===== src/rtl/dtsc_map.svh =====
`ifndef DTSC_MAP_SVH
`define DTSC_MAP_SVH

// -----------------------------------------------------------------------------
// Reset values, steps and the all-ones wrap value
// -----------------------------------------------------------------------------
`define DTSC_TS_RST      32'h0000_0000
`define DTSC_INC_RST     32'h0000_0000
`define DTSC_TS_ALL_ONES 32'hffff_ffff
`define DTSC_TS_STEP     32'h0000_0001
`define DTSC_SYNC_RST    3'h0

// -----------------------------------------------------------------------------
// Timing
// -----------------------------------------------------------------------------
`define DTSC_SW_TIME_US  220
`define DTSC_CLK_MHZ     100

`endif


===== src/rtl/dtsc_pkg.sv =====
package dtsc_pkg;

    // -------------------------------------------------------------------------
    // Types
    // -------------------------------------------------------------------------
    // Which tick source currently drives the timestamp.
    typedef enum logic {
        DTSC_SRC_XTAL,
        DTSC_SRC_LPO
    } dtsc_src_e;

    // Source switch sequencer states.
    typedef enum {
        DTSC_RUN_XTAL,
        DTSC_SWITCH,
        DTSC_RUN_LPO
    } dtsc_state_e;

    // Tick stream handed from the source selector to the timestamp counter.
    typedef struct packed {
        logic      tick;
        logic      busy;
        dtsc_src_e src;
    } dtsc_tick_s;

endpackage


===== src/rtl/dtsc_clk_sel.sv =====
`timescale 1ns/1ps
`include "dtsc_map.svh"

module dtsc_clk_sel
    import dtsc_pkg::*;
#(
    parameter int unsigned SWITCH_CYC = `DTSC_SW_TIME_US * `DTSC_CLK_MHZ
) (
    input  wire logic       clk,      // Reference clock.
    input  wire logic       rst,      // Synchronous reset, active high.
    input  wire logic       xtal_in,  // Crystal clock pin, asynchronous.
    input  wire logic       lpo_in,   // Internal 32 kHz clock, asynchronous.
    input  wire logic       src_sel,  // Requested source, high for 32 kHz.
    output dtsc_tick_s      sel       // Tick, busy and active source.
);

    localparam int CW = $clog2(SWITCH_CYC + 1);

    logic [2:0]    xs;
    logic [2:0]    ls;
    logic          xf;
    logic          xf_d;
    logic          lf;
    logic          lf_d;
    logic          x_tick;
    logic          l_tick;
    dtsc_state_e   st;
    logic [CW-1:0] cnt;

    // -------------------------------------------------------------------------
    // Pin synchronisers
    // -------------------------------------------------------------------------
    // Three stages; the level is only taken once stages two and three agree,
    // so a sample caught mid-transition never makes a tick of its own.
    always_ff @(posedge clk) begin
        if (rst) begin
            xs <= `DTSC_SYNC_RST;
            ls <= `DTSC_SYNC_RST;
        end else begin
            xs <= {xs[1:0], xtal_in};
            ls <= {ls[1:0], lpo_in};
        end
    end

    // Filtered levels and their previous values for edge detection.
    always_ff @(posedge clk) begin
        if (rst) begin
            xf   <= 1'b0;
            xf_d <= 1'b0;
            lf   <= 1'b0;
            lf_d <= 1'b0;
        end else begin
            if (xs[1] == xs[2]) begin
                xf <= xs[2];
            end
            if (ls[1] == ls[2]) begin
                lf <= ls[2];
            end
            xf_d <= xf;
            lf_d <= lf;
        end
    end

    // One tick per rising edge of each source.
    assign x_tick = xf & ~xf_d;
    assign l_tick = lf & ~lf_d;

    // -------------------------------------------------------------------------
    // Source switch sequencer
    // -------------------------------------------------------------------------
    // Going to 32 kHz waits the full switch time with no ticks passed; going
    // back to the crystal is immediate, as its ticks are always single pulses.
    always_ff @(posedge clk) begin
        if (rst) begin
            st  <= DTSC_RUN_XTAL;
            cnt <= '0;
        end else begin
            unique case (st)
                DTSC_RUN_XTAL: begin
                    cnt <= '0;
                    if (src_sel) begin
                        st <= DTSC_SWITCH;
                    end
                end
                DTSC_SWITCH: begin
                    cnt <= cnt + CW'(1);
                    if (!src_sel) begin
                        st <= DTSC_RUN_XTAL;
                    end else if (cnt == CW'(SWITCH_CYC - 1)) begin
                        st <= DTSC_RUN_LPO;
                    end
                end
                DTSC_RUN_LPO: begin
                    cnt <= '0;
                    if (!src_sel) begin
                        st <= DTSC_RUN_XTAL;
                    end
                end
            endcase
        end
    end

    // Gate the tick streams so only the active source reaches the counter.
    // One assignment drives the whole carrier, so it has a single driver.
    assign sel = '{
        tick: (st == DTSC_RUN_XTAL) ? x_tick : ((st == DTSC_RUN_LPO) ? l_tick : 1'b0),
        busy: (st == DTSC_SWITCH),
        src:  (st == DTSC_RUN_LPO) ? DTSC_SRC_LPO : DTSC_SRC_XTAL
    };

    // -------------------------------------------------------------------------
    // Checks
    // -------------------------------------------------------------------------
    switch_quiet_a : assert property (
        @(posedge clk) disable iff (rst) sel.busy |-> !sel.tick)
        else $error("Tick passed during a source switch.");

    lpo_follow_a : assert property (
        @(posedge clk) disable iff (rst)
        (sel.src == DTSC_SRC_LPO && !sel.busy) |-> (sel.tick == l_tick))
        else $error("32 kHz source active but tick does not follow it.");

endmodule


===== src/rtl/dtsc_top.sv =====
`timescale 1ns/1ps
`include "dtsc_map.svh"

// How it works
// One shared timestamp output for every processor.
// 32-bit up counter running straight from reset.
// All-ones rolls to zero, no flag.
// Software write loads count; counting continues onward.
// Separate increment counter, advanced without locking.
// Tick source is crystal or 32 kHz.
// Gated crystal halts counter, registers hold.
// Crystal returns, counting resumes at once.
// Switch to 32 kHz waits 220 us.
// Software must not write during the switch.
// Deep-sleep wakeup returns every register to reset.
// One step per tick; write beats tick.
// Glitch-free switch with a visible busy flag.

module dtsc_top
    import dtsc_pkg::*;
#(
    parameter int unsigned SWITCH_CYC = `DTSC_SW_TIME_US * `DTSC_CLK_MHZ,
    parameter int unsigned NUM_REQ    = 4
) (
    input  wire logic               REF_CLK,      // 100 MHz reference clock.
    input  wire logic               SYS_RST,      // Synchronous reset, active high.
    input  wire logic               DSLP_WAKE,    // Deep-sleep wakeup pulse.
    input  wire logic               XTAL_CLK_IN,  // Crystal tick source pin.
    input  wire logic               LPO_CLK_IN,   // Internal 32 kHz tick source.
    input  wire logic               SRC_SEL,      // Source select, high for 32 kHz.
    input  wire logic               TS_WR_EN,     // Timestamp write strobe.
    input  wire logic [31:0]        TS_WR_DATA,   // Timestamp write value.
    input  wire logic [NUM_REQ-1:0] INC_REQ,      // One increment request each.
    output logic      [31:0]        TS_VALUE,     // Shared timestamp.
    output logic      [31:0]        INC_VALUE,    // Lock-free counter value.
    output logic                    SWITCH_BUSY,  // Source switch in progress.
    output logic                    TS_SRC        // Active source, high for 32 kHz.
);

    // -------------------------------------------------------------------------
    // Local signals
    // -------------------------------------------------------------------------
    logic        rst;
    dtsc_tick_s  sel;
    logic        wr_ok;
    logic [31:0] ts;
    logic [31:0] inc;
    logic [31:0] next_ts;
    logic [31:0] next_inc;
    logic [31:0] busy_len;
    logic        rst_d;

    // Counts the requests raised in one cycle; all land in the same cycle.
    function automatic logic [31:0] count_req(input logic [NUM_REQ-1:0] req);
        logic [31:0] sum;
        sum = '0;
        for (int i = 0; i < NUM_REQ; i++) begin
            sum = sum + {31'h0, req[i]};
        end
        return sum;
    endfunction

    // -------------------------------------------------------------------------
    // Reset
    // -------------------------------------------------------------------------
    // Deep-sleep wakeup acts exactly like the system reset on every register.
    assign rst = SYS_RST | DSLP_WAKE;

    // -------------------------------------------------------------------------
    // Tick source selection
    // -------------------------------------------------------------------------
    dtsc_clk_sel #(
        .SWITCH_CYC (SWITCH_CYC)
    ) u_clk_sel (
        .clk     (REF_CLK),
        .rst     (rst),
        .xtal_in (XTAL_CLK_IN),
        .lpo_in  (LPO_CLK_IN),
        .src_sel (SRC_SEL),
        .sel     (sel)
    );

    // -------------------------------------------------------------------------
    // Timestamp counter
    // -------------------------------------------------------------------------
    // Writes arriving mid-switch are dropped; the far side must hold off, and
    // dropping keeps a half-switched source from ever seeing a new value.
    assign wr_ok = TS_WR_EN & ~sel.busy;

    // Write first, then tick; with no tick nothing moves, so a gated crystal
    // simply freezes the count and the first returning edge counts again.
    always_comb begin
        next_ts = ts;
        if (wr_ok) begin
            next_ts = TS_WR_DATA;
        end else if (sel.tick) begin
            next_ts = ts + `DTSC_TS_STEP;
        end
    end

    // The counter needs no enable bit: it runs from the first tick after reset.
    always_ff @(posedge REF_CLK) begin
        if (rst) begin
            ts <= `DTSC_TS_RST;
        end else begin
            ts <= next_ts;
        end
    end

    // -------------------------------------------------------------------------
    // Lock-free increment counter
    // -------------------------------------------------------------------------
    // Every requester has its own line, so simultaneous requests all count and
    // no processor ever needs a lock around the update.
    assign next_inc = inc + count_req(INC_REQ);

    always_ff @(posedge REF_CLK) begin
        if (rst) begin
            inc <= `DTSC_INC_RST;
        end else begin
            inc <= next_inc;
        end
    end

    // -------------------------------------------------------------------------
    // Outputs
    // -------------------------------------------------------------------------
    // One timestamp feeds every processor, so messages stamped anywhere order.
    assign TS_VALUE    = ts;
    assign INC_VALUE   = inc;
    assign SWITCH_BUSY = sel.busy;
    assign TS_SRC      = (sel.src == DTSC_SRC_LPO);

    // -------------------------------------------------------------------------
    // Check helpers
    // -------------------------------------------------------------------------
    // Length of the current busy stretch, read only by the checks below.
    always_ff @(posedge REF_CLK) begin
        if (rst) begin
            busy_len <= '0;
        end else if (sel.busy) begin
            busy_len <= busy_len + 32'h1;
        end else begin
            busy_len <= '0;
        end
    end

    // Reset seen one edge ago. Checks that look back one cycle stand down for
    // that edge, as the values they would compare belong to the run before.
    always_ff @(posedge REF_CLK) begin
        rst_d <= rst;
    end

    // -------------------------------------------------------------------------
    // Checks
    // -------------------------------------------------------------------------
    ts_write_load_a : assert property (
        @(posedge REF_CLK) disable iff (rst || rst_d)
        (TS_WR_EN && !SWITCH_BUSY) |=> (TS_VALUE == $past(TS_WR_DATA)))
        else $error("Timestamp write did not load the written value.");

    ts_step_a : assert property (
        @(posedge REF_CLK) disable iff (rst || rst_d)
        (sel.tick && !TS_WR_EN) |=> (TS_VALUE == $past(TS_VALUE) + 32'h1))
        else $error("Timestamp did not step by one on a tick.");

    ts_hold_a : assert property (
        @(posedge REF_CLK) disable iff (rst || rst_d)
        (!sel.tick && !wr_ok) |=> $stable(TS_VALUE))
        else $error("Timestamp moved without a tick or write.");

    ts_wrap_a : assert property (
        @(posedge REF_CLK) disable iff (rst || rst_d)
        (TS_VALUE == `DTSC_TS_ALL_ONES && sel.tick && !TS_WR_EN) |=> (TS_VALUE == '0))
        else $error("Timestamp did not roll over to zero.");

    inc_sum_a : assert property (
        @(posedge REF_CLK) disable iff (rst || rst_d)
        1'b1 |=> (INC_VALUE == $past(INC_VALUE) + count_req($past(INC_REQ))))
        else $error("Increment counter lost or added a request.");

    wake_clear_a : assert property (
        @(posedge REF_CLK) disable iff (SYS_RST)
        DSLP_WAKE |=> (TS_VALUE == '0 && INC_VALUE == '0 && !SWITCH_BUSY && !TS_SRC))
        else $error("Deep-sleep wakeup left state behind.");

    switch_len_a : assert property (
        @(posedge REF_CLK) disable iff (rst || rst_d)
        ($fell(SWITCH_BUSY) && TS_SRC) |-> (busy_len == SWITCH_CYC))
        else $error("Switch to 32 kHz did not last the switch time.");

    busy_drop_a : assert property (
        @(posedge REF_CLK) disable iff (rst || rst_d)
        (SWITCH_BUSY && TS_WR_EN) |=> $stable(TS_VALUE))
        else $error("Write during source switch changed the timestamp.");

    switch_start_a : assert property (
        @(posedge REF_CLK) disable iff (rst || rst_d)
        ($rose(SRC_SEL) && !TS_SRC && !SWITCH_BUSY) |=> (SWITCH_BUSY && !TS_SRC))
        else $error("Busy did not rise when 32 kHz was selected.");

    start_run_a : assert property (
        @(posedge REF_CLK) disable iff (SYS_RST || DSLP_WAKE)
        $fell(rst) |-> (TS_VALUE == '0 && !SWITCH_BUSY))
        else $error("Counter did not start from zero after reset.");

    resume_a : assert property (
        @(posedge REF_CLK) disable iff (rst || rst_d)
        (!TS_SRC && !SWITCH_BUSY && sel.tick && !TS_WR_EN) |=> (TS_VALUE != $past(TS_VALUE)))
        else $error("Crystal tick did not advance the timestamp.");

    write_wins_a : assert property (
        @(posedge REF_CLK) disable iff (rst || rst_d)
        (sel.tick && wr_ok) |=> (TS_VALUE == $past(TS_WR_DATA)))
        else $error("Tick beat a write in the same cycle.");

    switch_abort_a : assert property (
        @(posedge REF_CLK) disable iff (rst || rst_d)
        (SWITCH_BUSY && !SRC_SEL) |=> (!SWITCH_BUSY && !TS_SRC))
        else $error("Dropped select did not abort the switch.");

    xtal_return_a : assert property (
        @(posedge REF_CLK) disable iff (rst || rst_d)
        (TS_SRC && !SRC_SEL) |=> (!TS_SRC && !SWITCH_BUSY))
        else $error("Return to the crystal was not immediate.");

endmodule


===== config.mk =====
export PLATFORM = sky130hd
export DESIGN_NAME = dtsc_top
export DESIGN_NICKNAME = d
export VERILOG_FILES = /design/src/rtl/dtsc_pkg.sv /design/src/rtl/dtsc_clk_sel.sv /design/src/rtl/dtsc_top.sv
export VERILOG_INCLUDE_DIRS = /design/src /design/src/rtl
export SDC_FILE = /design/constraint.sdc
export NUM_CORES = 1
export LEC_CHECK = 0
export BUFFER_PORTS_ARGS = -buffer_cell sky130_fd_sc_hd__buf_4
export CAP_MARGIN = 20
export CORE_MARGIN = 2
export CORE_UTILIZATION = 57
export DETAILED_ROUTE_END_ITERATION = 10
export MAX_ROUTING_LAYER = met4
export PLACE_DENSITY = 0.82
export SLEW_MARGIN = 0
export SYNTH_ARGS = -nofsm -noshare
export SYNTH_HDL_FRONTEND = slang
export SYNTH_SLANG_ARGS = --single-unit

===== constraint.sdc =====
create_clock -name REF_CLK -period 8.52 [get_ports REF_CLK]
set_clock_uncertainty 0.2 [all_clocks]
set_input_delay 0 -clock REF_CLK [delete_from_list [all_inputs] [get_ports REF_CLK]]
set_output_delay 0 -clock REF_CLK [all_outputs]
set_load 0.02 [all_outputs]

# ---- Word level (Yosys, flattened, before mapping)
# Index checks and enable logic that the tools add are counted.
dict set report word_totals {
  wordCells 49
  ff_bits 121
  inputBits 43
}
dict set report op_classes {
  n_reduce_logical 5
  add_sub_neg 6
  n_mux 11
  eq_ne 10
  bitwise 7
}
# cell n
set op_table {}
lappend op_table {{32-bit 2-to-1 mux} 6}
lappend op_table {{32-bit one-hot mux with 3 select lines} 1}
lappend op_table {{32-bit by 2-bit == test with 1-bit output, second input constant} 2}
lappend op_table {{32-bit zero test} 2}
lappend op_table {{32-bit by 1-bit adder with 32-bit output, second input constant} 1}
lappend op_table {{32-bit by 4-bit adder with 32-bit output} 1}
lappend op_table {{32-bit by 1-bit == test with 1-bit output, second input constant} 1}
lappend op_table {{32-bit by 3-bit == test with 1-bit output, second input constant} 1}
lappend op_table {{15-bit one-hot mux with 2 select lines} 1}
lappend op_table {{15-bit by 1-bit adder with 15-bit output, second input constant} 1}
lappend op_table {{15-bit == test, second input constant} 1}
lappend op_table {{3-bit by 1-bit adder with 4-bit output} 1}
lappend op_table {{2-bit inequality test, second input constant} 2}
lappend op_table {{2-bit by 1-bit adder with 3-bit output} 1}
lappend op_table {{1-bit AND} 3}
lappend op_table {{1-bit 2-to-1 mux} 3}
lappend op_table {{3-bit by 2-bit inequality test with 1-bit output, second input constant} 1}
lappend op_table {{1-bit NOT} 3}
lappend op_table {{3-bit AND reduction} 1}
lappend op_table {{1-bit by 1-bit adder with 2-bit output} 1}
lappend op_table {{1-bit == test} 2}
lappend op_table {{2-bit nonzero test} 1}
lappend op_table {{2-bit OR reduction} 1}
lappend op_table {{1-bit OR} 1}

# ---- Depth between registers and ports, before layout
dict set report depth {
  word_depth 6
  mapped_depth 10
  depth_no_buf 10
}

# ---- Hierarchy
# From an unflattened synthesis, not the netlist that was laid out.
dict set report unflattened {
  cells_unflattened 500
  area_unflattened_um2 4484.3
}
# module seq_area_each_um2 area_each_um2 n_inst cells_each
set modules_own_cells {}
lappend modules_own_cells {dtsc_top 1281.2 3324.4 1 380}
lappend modules_own_cells {dtsc_clk_sel 540.5 1159.9 1 120}

# ---- Least setup slack after synthesis
# No wires, ideal clock.
dict set report synth_timing {
  path_kind {input-to-reg}
  startpoint {in INC_REQ[0]}
  endpoint {reg inc[28] (netlist: INC_VALUE[28])}
  cell_stages 10
  path_buffers 0
  t_arrival_ns 2.435
  setup_slack_ns 5.769
  required_ns 8.204
  cell_sequence {fa_1 > inv_1 > fa_1 > inv_1 > fa_1 > nand4_1 > or3_1 > nor3_1 > a31oi_1 > a41o_1}
}
dict set report synth_via {
  elab_chain_cells 4
}
# item line_no
set synth_rtl {}
lappend synth_rtl {{start, declared} dtsc_top.sv:33} ;# input wire logic [NUM_REQ-1:0] INC_REQ,
lappend synth_rtl {{1-bit by 1-bit adder with 2-bit output} dtsc_top.sv:58} ;# sum = sum + {31'h0, req[i]};
lappend synth_rtl {{2-bit by 1-bit adder with 3-bit output} dtsc_top.sv:58}
lappend synth_rtl {{3-bit by 1-bit adder with 4-bit output} dtsc_top.sv:58}
lappend synth_rtl {{32-bit by 4-bit adder with 32-bit output} dtsc_top.sv:115} ;# assign next_inc = inc + count_req(INC_REQ);
lappend synth_rtl {{end signal, assigned} dtsc_top.sv:119} ;# inc <= `DTSC_INC_RST;
lappend synth_rtl {{end signal, assigned} dtsc_top.sv:121} ;# inc <= next_inc;
lappend synth_rtl {{end, declared} dtsc_top.sv:47} ;# logic [31:0] inc;
# No other way between the ends.
# A chain may end at the register's enable or synchronous reset.

# ---- Worst setup path after layout
dict set report layout_timing {
  startpoint {reg inc[0] (netlist: INC_VALUE[0])}
  endpoint {reg inc[30] (netlist: INC_VALUE[30])}
}
dict set report layout_via {
  elab_chain_cells 1
}
# item line_no
set layout_rtl {}
lappend layout_rtl {{32-bit by 4-bit adder with 32-bit output} dtsc_top.sv:115}
# No other way between the ends.

==> results.yml <==
die:
  io_pins: 109
  die_x_um: 91.88
  fp-row-count: 32
  dieArea_sq_mm: 0.008441
  core_area_sq_mm: 0.007607
  die_h_um: 91.88
  start_util_pct: 57.86
pwr:
  power.leakage_uw: 0.002225
  p_seq_share_pct: 51.2
  p_per_area_mw_per_mm2: 144.6
  power_uw: 873.0
  switching_power_uw: 217.4
  clockPowerShare_pct: 36.9
  p_int_uw: 655.6
  ir_drop_v: 0.0001028
  netSwitchingFraction_pct: 24.90
  pwr-share-comb_pct: 11.9
cells_and_area:
  drive_gt1_share_pct: 19.82
  area_delta_synth_final_pct: 37.12
  nets: 728
  design_area_sq_mm: 0.006036
  fillers: 515
  antenna_cells: 0
timing:
  hold_viol_final: 0
  slew_viol_final: 0
  tightest_slew_ns: 0.9975
  relSlewSlack_pct: 33.50
  finalCritPeriodShare_pct: 34.08
  whs_ns: 0.01462
  fmax_mhz: 344.4
  tns_ns: 0
  rsz0062_at_grt: "false"
  setup_viol: 0
  fin_crit_ns: 2.904
critical_path:
  critical_path_arrival_ns: 2.97
  criticalPathCategory: "flop to flop"
  endpoint_kind: "flop"
  path_cells: "inv_1 > fa_1 > inv_1 > fa_1 > nand4_1 > or3_1 > nor3_1 > a31oi_1 > a41o_1"
  critPathMaxStageDelay_ns: 0.49
  slowest_stage: "nor3_1"
  required_ns: 8.58
  worstPathMaxFanout: 6
  critPathLaunchType: "flop"
cts:
  cts_setup_buffers: 0
  clk_pin_slew_ns: 0.09
  cts_tree: "yes"
  numCtsBuffers: 9
  clockRootBuffer: "clkbuf_8"
  htreeDepth: 3
  cts_buffer_depth: 2
  clkLatencyLatePin_ns: 0.36
  clkSinkCount: 91
route:
  wl_per_cell_um: 15.26
  vias_per_cell: 5.656
  route.detailed.drc: 0
  num_vias: 4429
  drt_iter0_markers: 237
  wirelength_um: 11950
  firstDrtPassIters: 5
  final_antenna_net_count: 0
synth:
  ys_warn_count: 0
  synth_top_cells_by_count: "dfxtp_1, nor2_1, nand2_1, xnor2_1, o21ai_0"
  muxShareOfSynthArea_pct: 0.4832
  synthSimpleGateAreaFrac_pct: 28.97
  synth.area.top_cells: "dfxtp_1, xnor2_1, nor2_1"
  syn-num-nets: 573
  syn_area_sq_mm: 0.004402
  yosys.area_share.adder_pct: 3.070
  ys_seq_area_share_pct: 41.39
  syn_avg_cell_area_sq_um: 8.449
  synth-edff-count: 0
  synth_top_area_share_pct: 41.39
  synth_compound_area_share_pct: 11.03
  synth.distinct_cells: 48
  yosysMostFrequentCell: "dfxtp_1"
  synthFlopType: "dfxtp_1"
  synth-async-reset-ratio_pct: 0
  netlist_instances: 521
  synthXorXnorAreaFrac_pct: 12.34
  synth_area_leader_cell: "dfxtp_1"
  synth-seq-cells: 91
  synth_top_family_by_area: "simple AND/OR/NAND/NOR gates"
min_path:
  hp-class: "input pin to flop"
global_routing:
  grt_pass1_vias: 4263
  grt_pass1_wl_um: 19640
  grtUsageTotal_pct: 29.44
  antenna_found_initial: 0
  grt_overflow: 0
  grt_max_degree: 59
placed_design:
  dpl.hpwl_um: 7578
  gp_congestion: 0.8995
  dpl_cell_area_sq_mm: 0.005278
  io_buffers: 108
job:
  cap_violations: 0
run_status:
  status: "completed"
critical path: cells and delay by family, from the launching register on:
family,cells,cell delay (ns)
AND/OR/NAND/NOR,3,1.03
adder cells (fa/ha/maj),2,0.70
buffers and inverters,2,0.14
AO/OA/AOI/OAI,2,0.41
flip-flops,1,0.34
power by group through the flow:
| stage | combinational (uW) | sequential [uW] | clock (uW) |
|---|---|---|---|
| after global placement | 80.3 | 456 | 0 |
| after detailed placement | 81.5 | 456 | 0 |
| after floorplan | 35.4 | 464 | 0 |
| after CTS | 102 | 446 | 325 |
| final | 104 | 447 | 322 |
| after global routing | 112 | 448 | 346 |
area by class of cell:
| type | instances | area, sq um | area share, % |
|---|---|---|---|
| Timing Repair Buffer | 163 | 1359 | 22.51 |
| Multi-Input combinational cell | 399 | 2465 | 40.84 |
| Sequential cell | 91 | 1822 | 30.18 |
| Clock buffer | 11 | 131.4 | 2.177 |
| Tap cell | 102 | 127.6 | 2.114 |
| Inverter | 12 | 45.04 | 0.7463 |
| Clock inverter | 5 | 86.33 | 1.430 |
cells in the final DEF, fill, tap and decap left out, types with 2 or more instances in the layout:
cell           count
nor4_1             9
nand3_1           27
inv_1             12
xnor2_1           34
nand4b_1           4
and2_1            12
dfxtp_1           91
a21oi_1           26
or3_1              7
o211ai_1           3
and3_1            12
nor2_1            65
clkbuf_8           9
dlygate4sd3_1     54
bufinv_16          2
a31oi_1            7
nand4_1           20
nor3_1            14
nand2_1           46
o21ai_0           32
fa_1               3
a211oi_1           7
buf_4            109
clkbuf_1           2
or4_4              2
or4_1              2
ha_1               6
nor4b_1            3
a41o_1             2
xor2_1            28
clkinvlp_4         2
o2111ai_1          2
and4_1             3
nor2b_1            4
registers in the layout, summed over array words and instances (netlist names):
name / cells
u_clk_sel.st: 2
u_clk_sel.ls: 3
u_clk_sel.cnt: 15
u_clk_sel.xs: 3
u_clk_sel.lf_d: 1
TS_VALUE: 32
u_clk_sel.lf: 1
INC_VALUE: 32
u_clk_sel.xf: 1
u_clk_sel.xf_d: 1
repair_timing:
item	in CTS	in global routing
hold endpoints to repair	36	0
resized for setup	0	0
hold buffers	54	0
per-stage QoR:
step | utilization (%) | cells | worst slack [ns]
after floorplan | - | 521 | 5.769
after global placement | 69.38 | 713 | 5.490
after detailed placement | 69.38 | 713 | 5.361
after CTS | 79.34 | 783 | 5.635
after global routing | 79.34 | 783 | 5.401
final | 79.34 | 783 | 5.616
cell families (layout without fill, tap and decap cells):
family                     Yosys count  after routing
muxes                                2              2
adders and majority gates            9              9
and+or+nand+nor                    243            243
xor gates and xnor gates            62             62
buffers and inverters               31            191
AOI/OAI and AO/OA                   83             83
DFF                                 91             91
final timing paths:
kind / slack, ns / startpoint / to / depth (start not counted)
worst max-delay path: 5.62 / INC_VALUE[0]$_SDFF_PP0_ / INC_VALUE[30]$_SDFF_PP0_ / 9
worst min-delay path: 0.01 / SYS_RST / u_clk_sel.xs[0]$_SDFF_PP0_ / 4
worst max register to register: 5.62 / INC_VALUE[0]$_SDFF_PP0_ / INC_VALUE[30]$_SDFF_PP0_ / 9
worst min register to register: 0.24 / u_clk_sel.ls[0]$_SDFF_PP0_ / u_clk_sel.ls[1]$_SDFF_PP0_ / 1
layer usage:
metal | part of all wire, % | routed length, um | GRT usage [%] | vias to the layer above
li1 | - | - | - | 2147
met1 | 41 | 4899 | 34.12 | 2070
met2 | 50 | 5952 | 49.63 | 171
met3 | 5.4 | 641 | 4.273 | 41
met4 | 3.8 | 454 | 15.42 | 0
met5 | 0 | 0 | - | -
(Power assumes the default switching activity.)
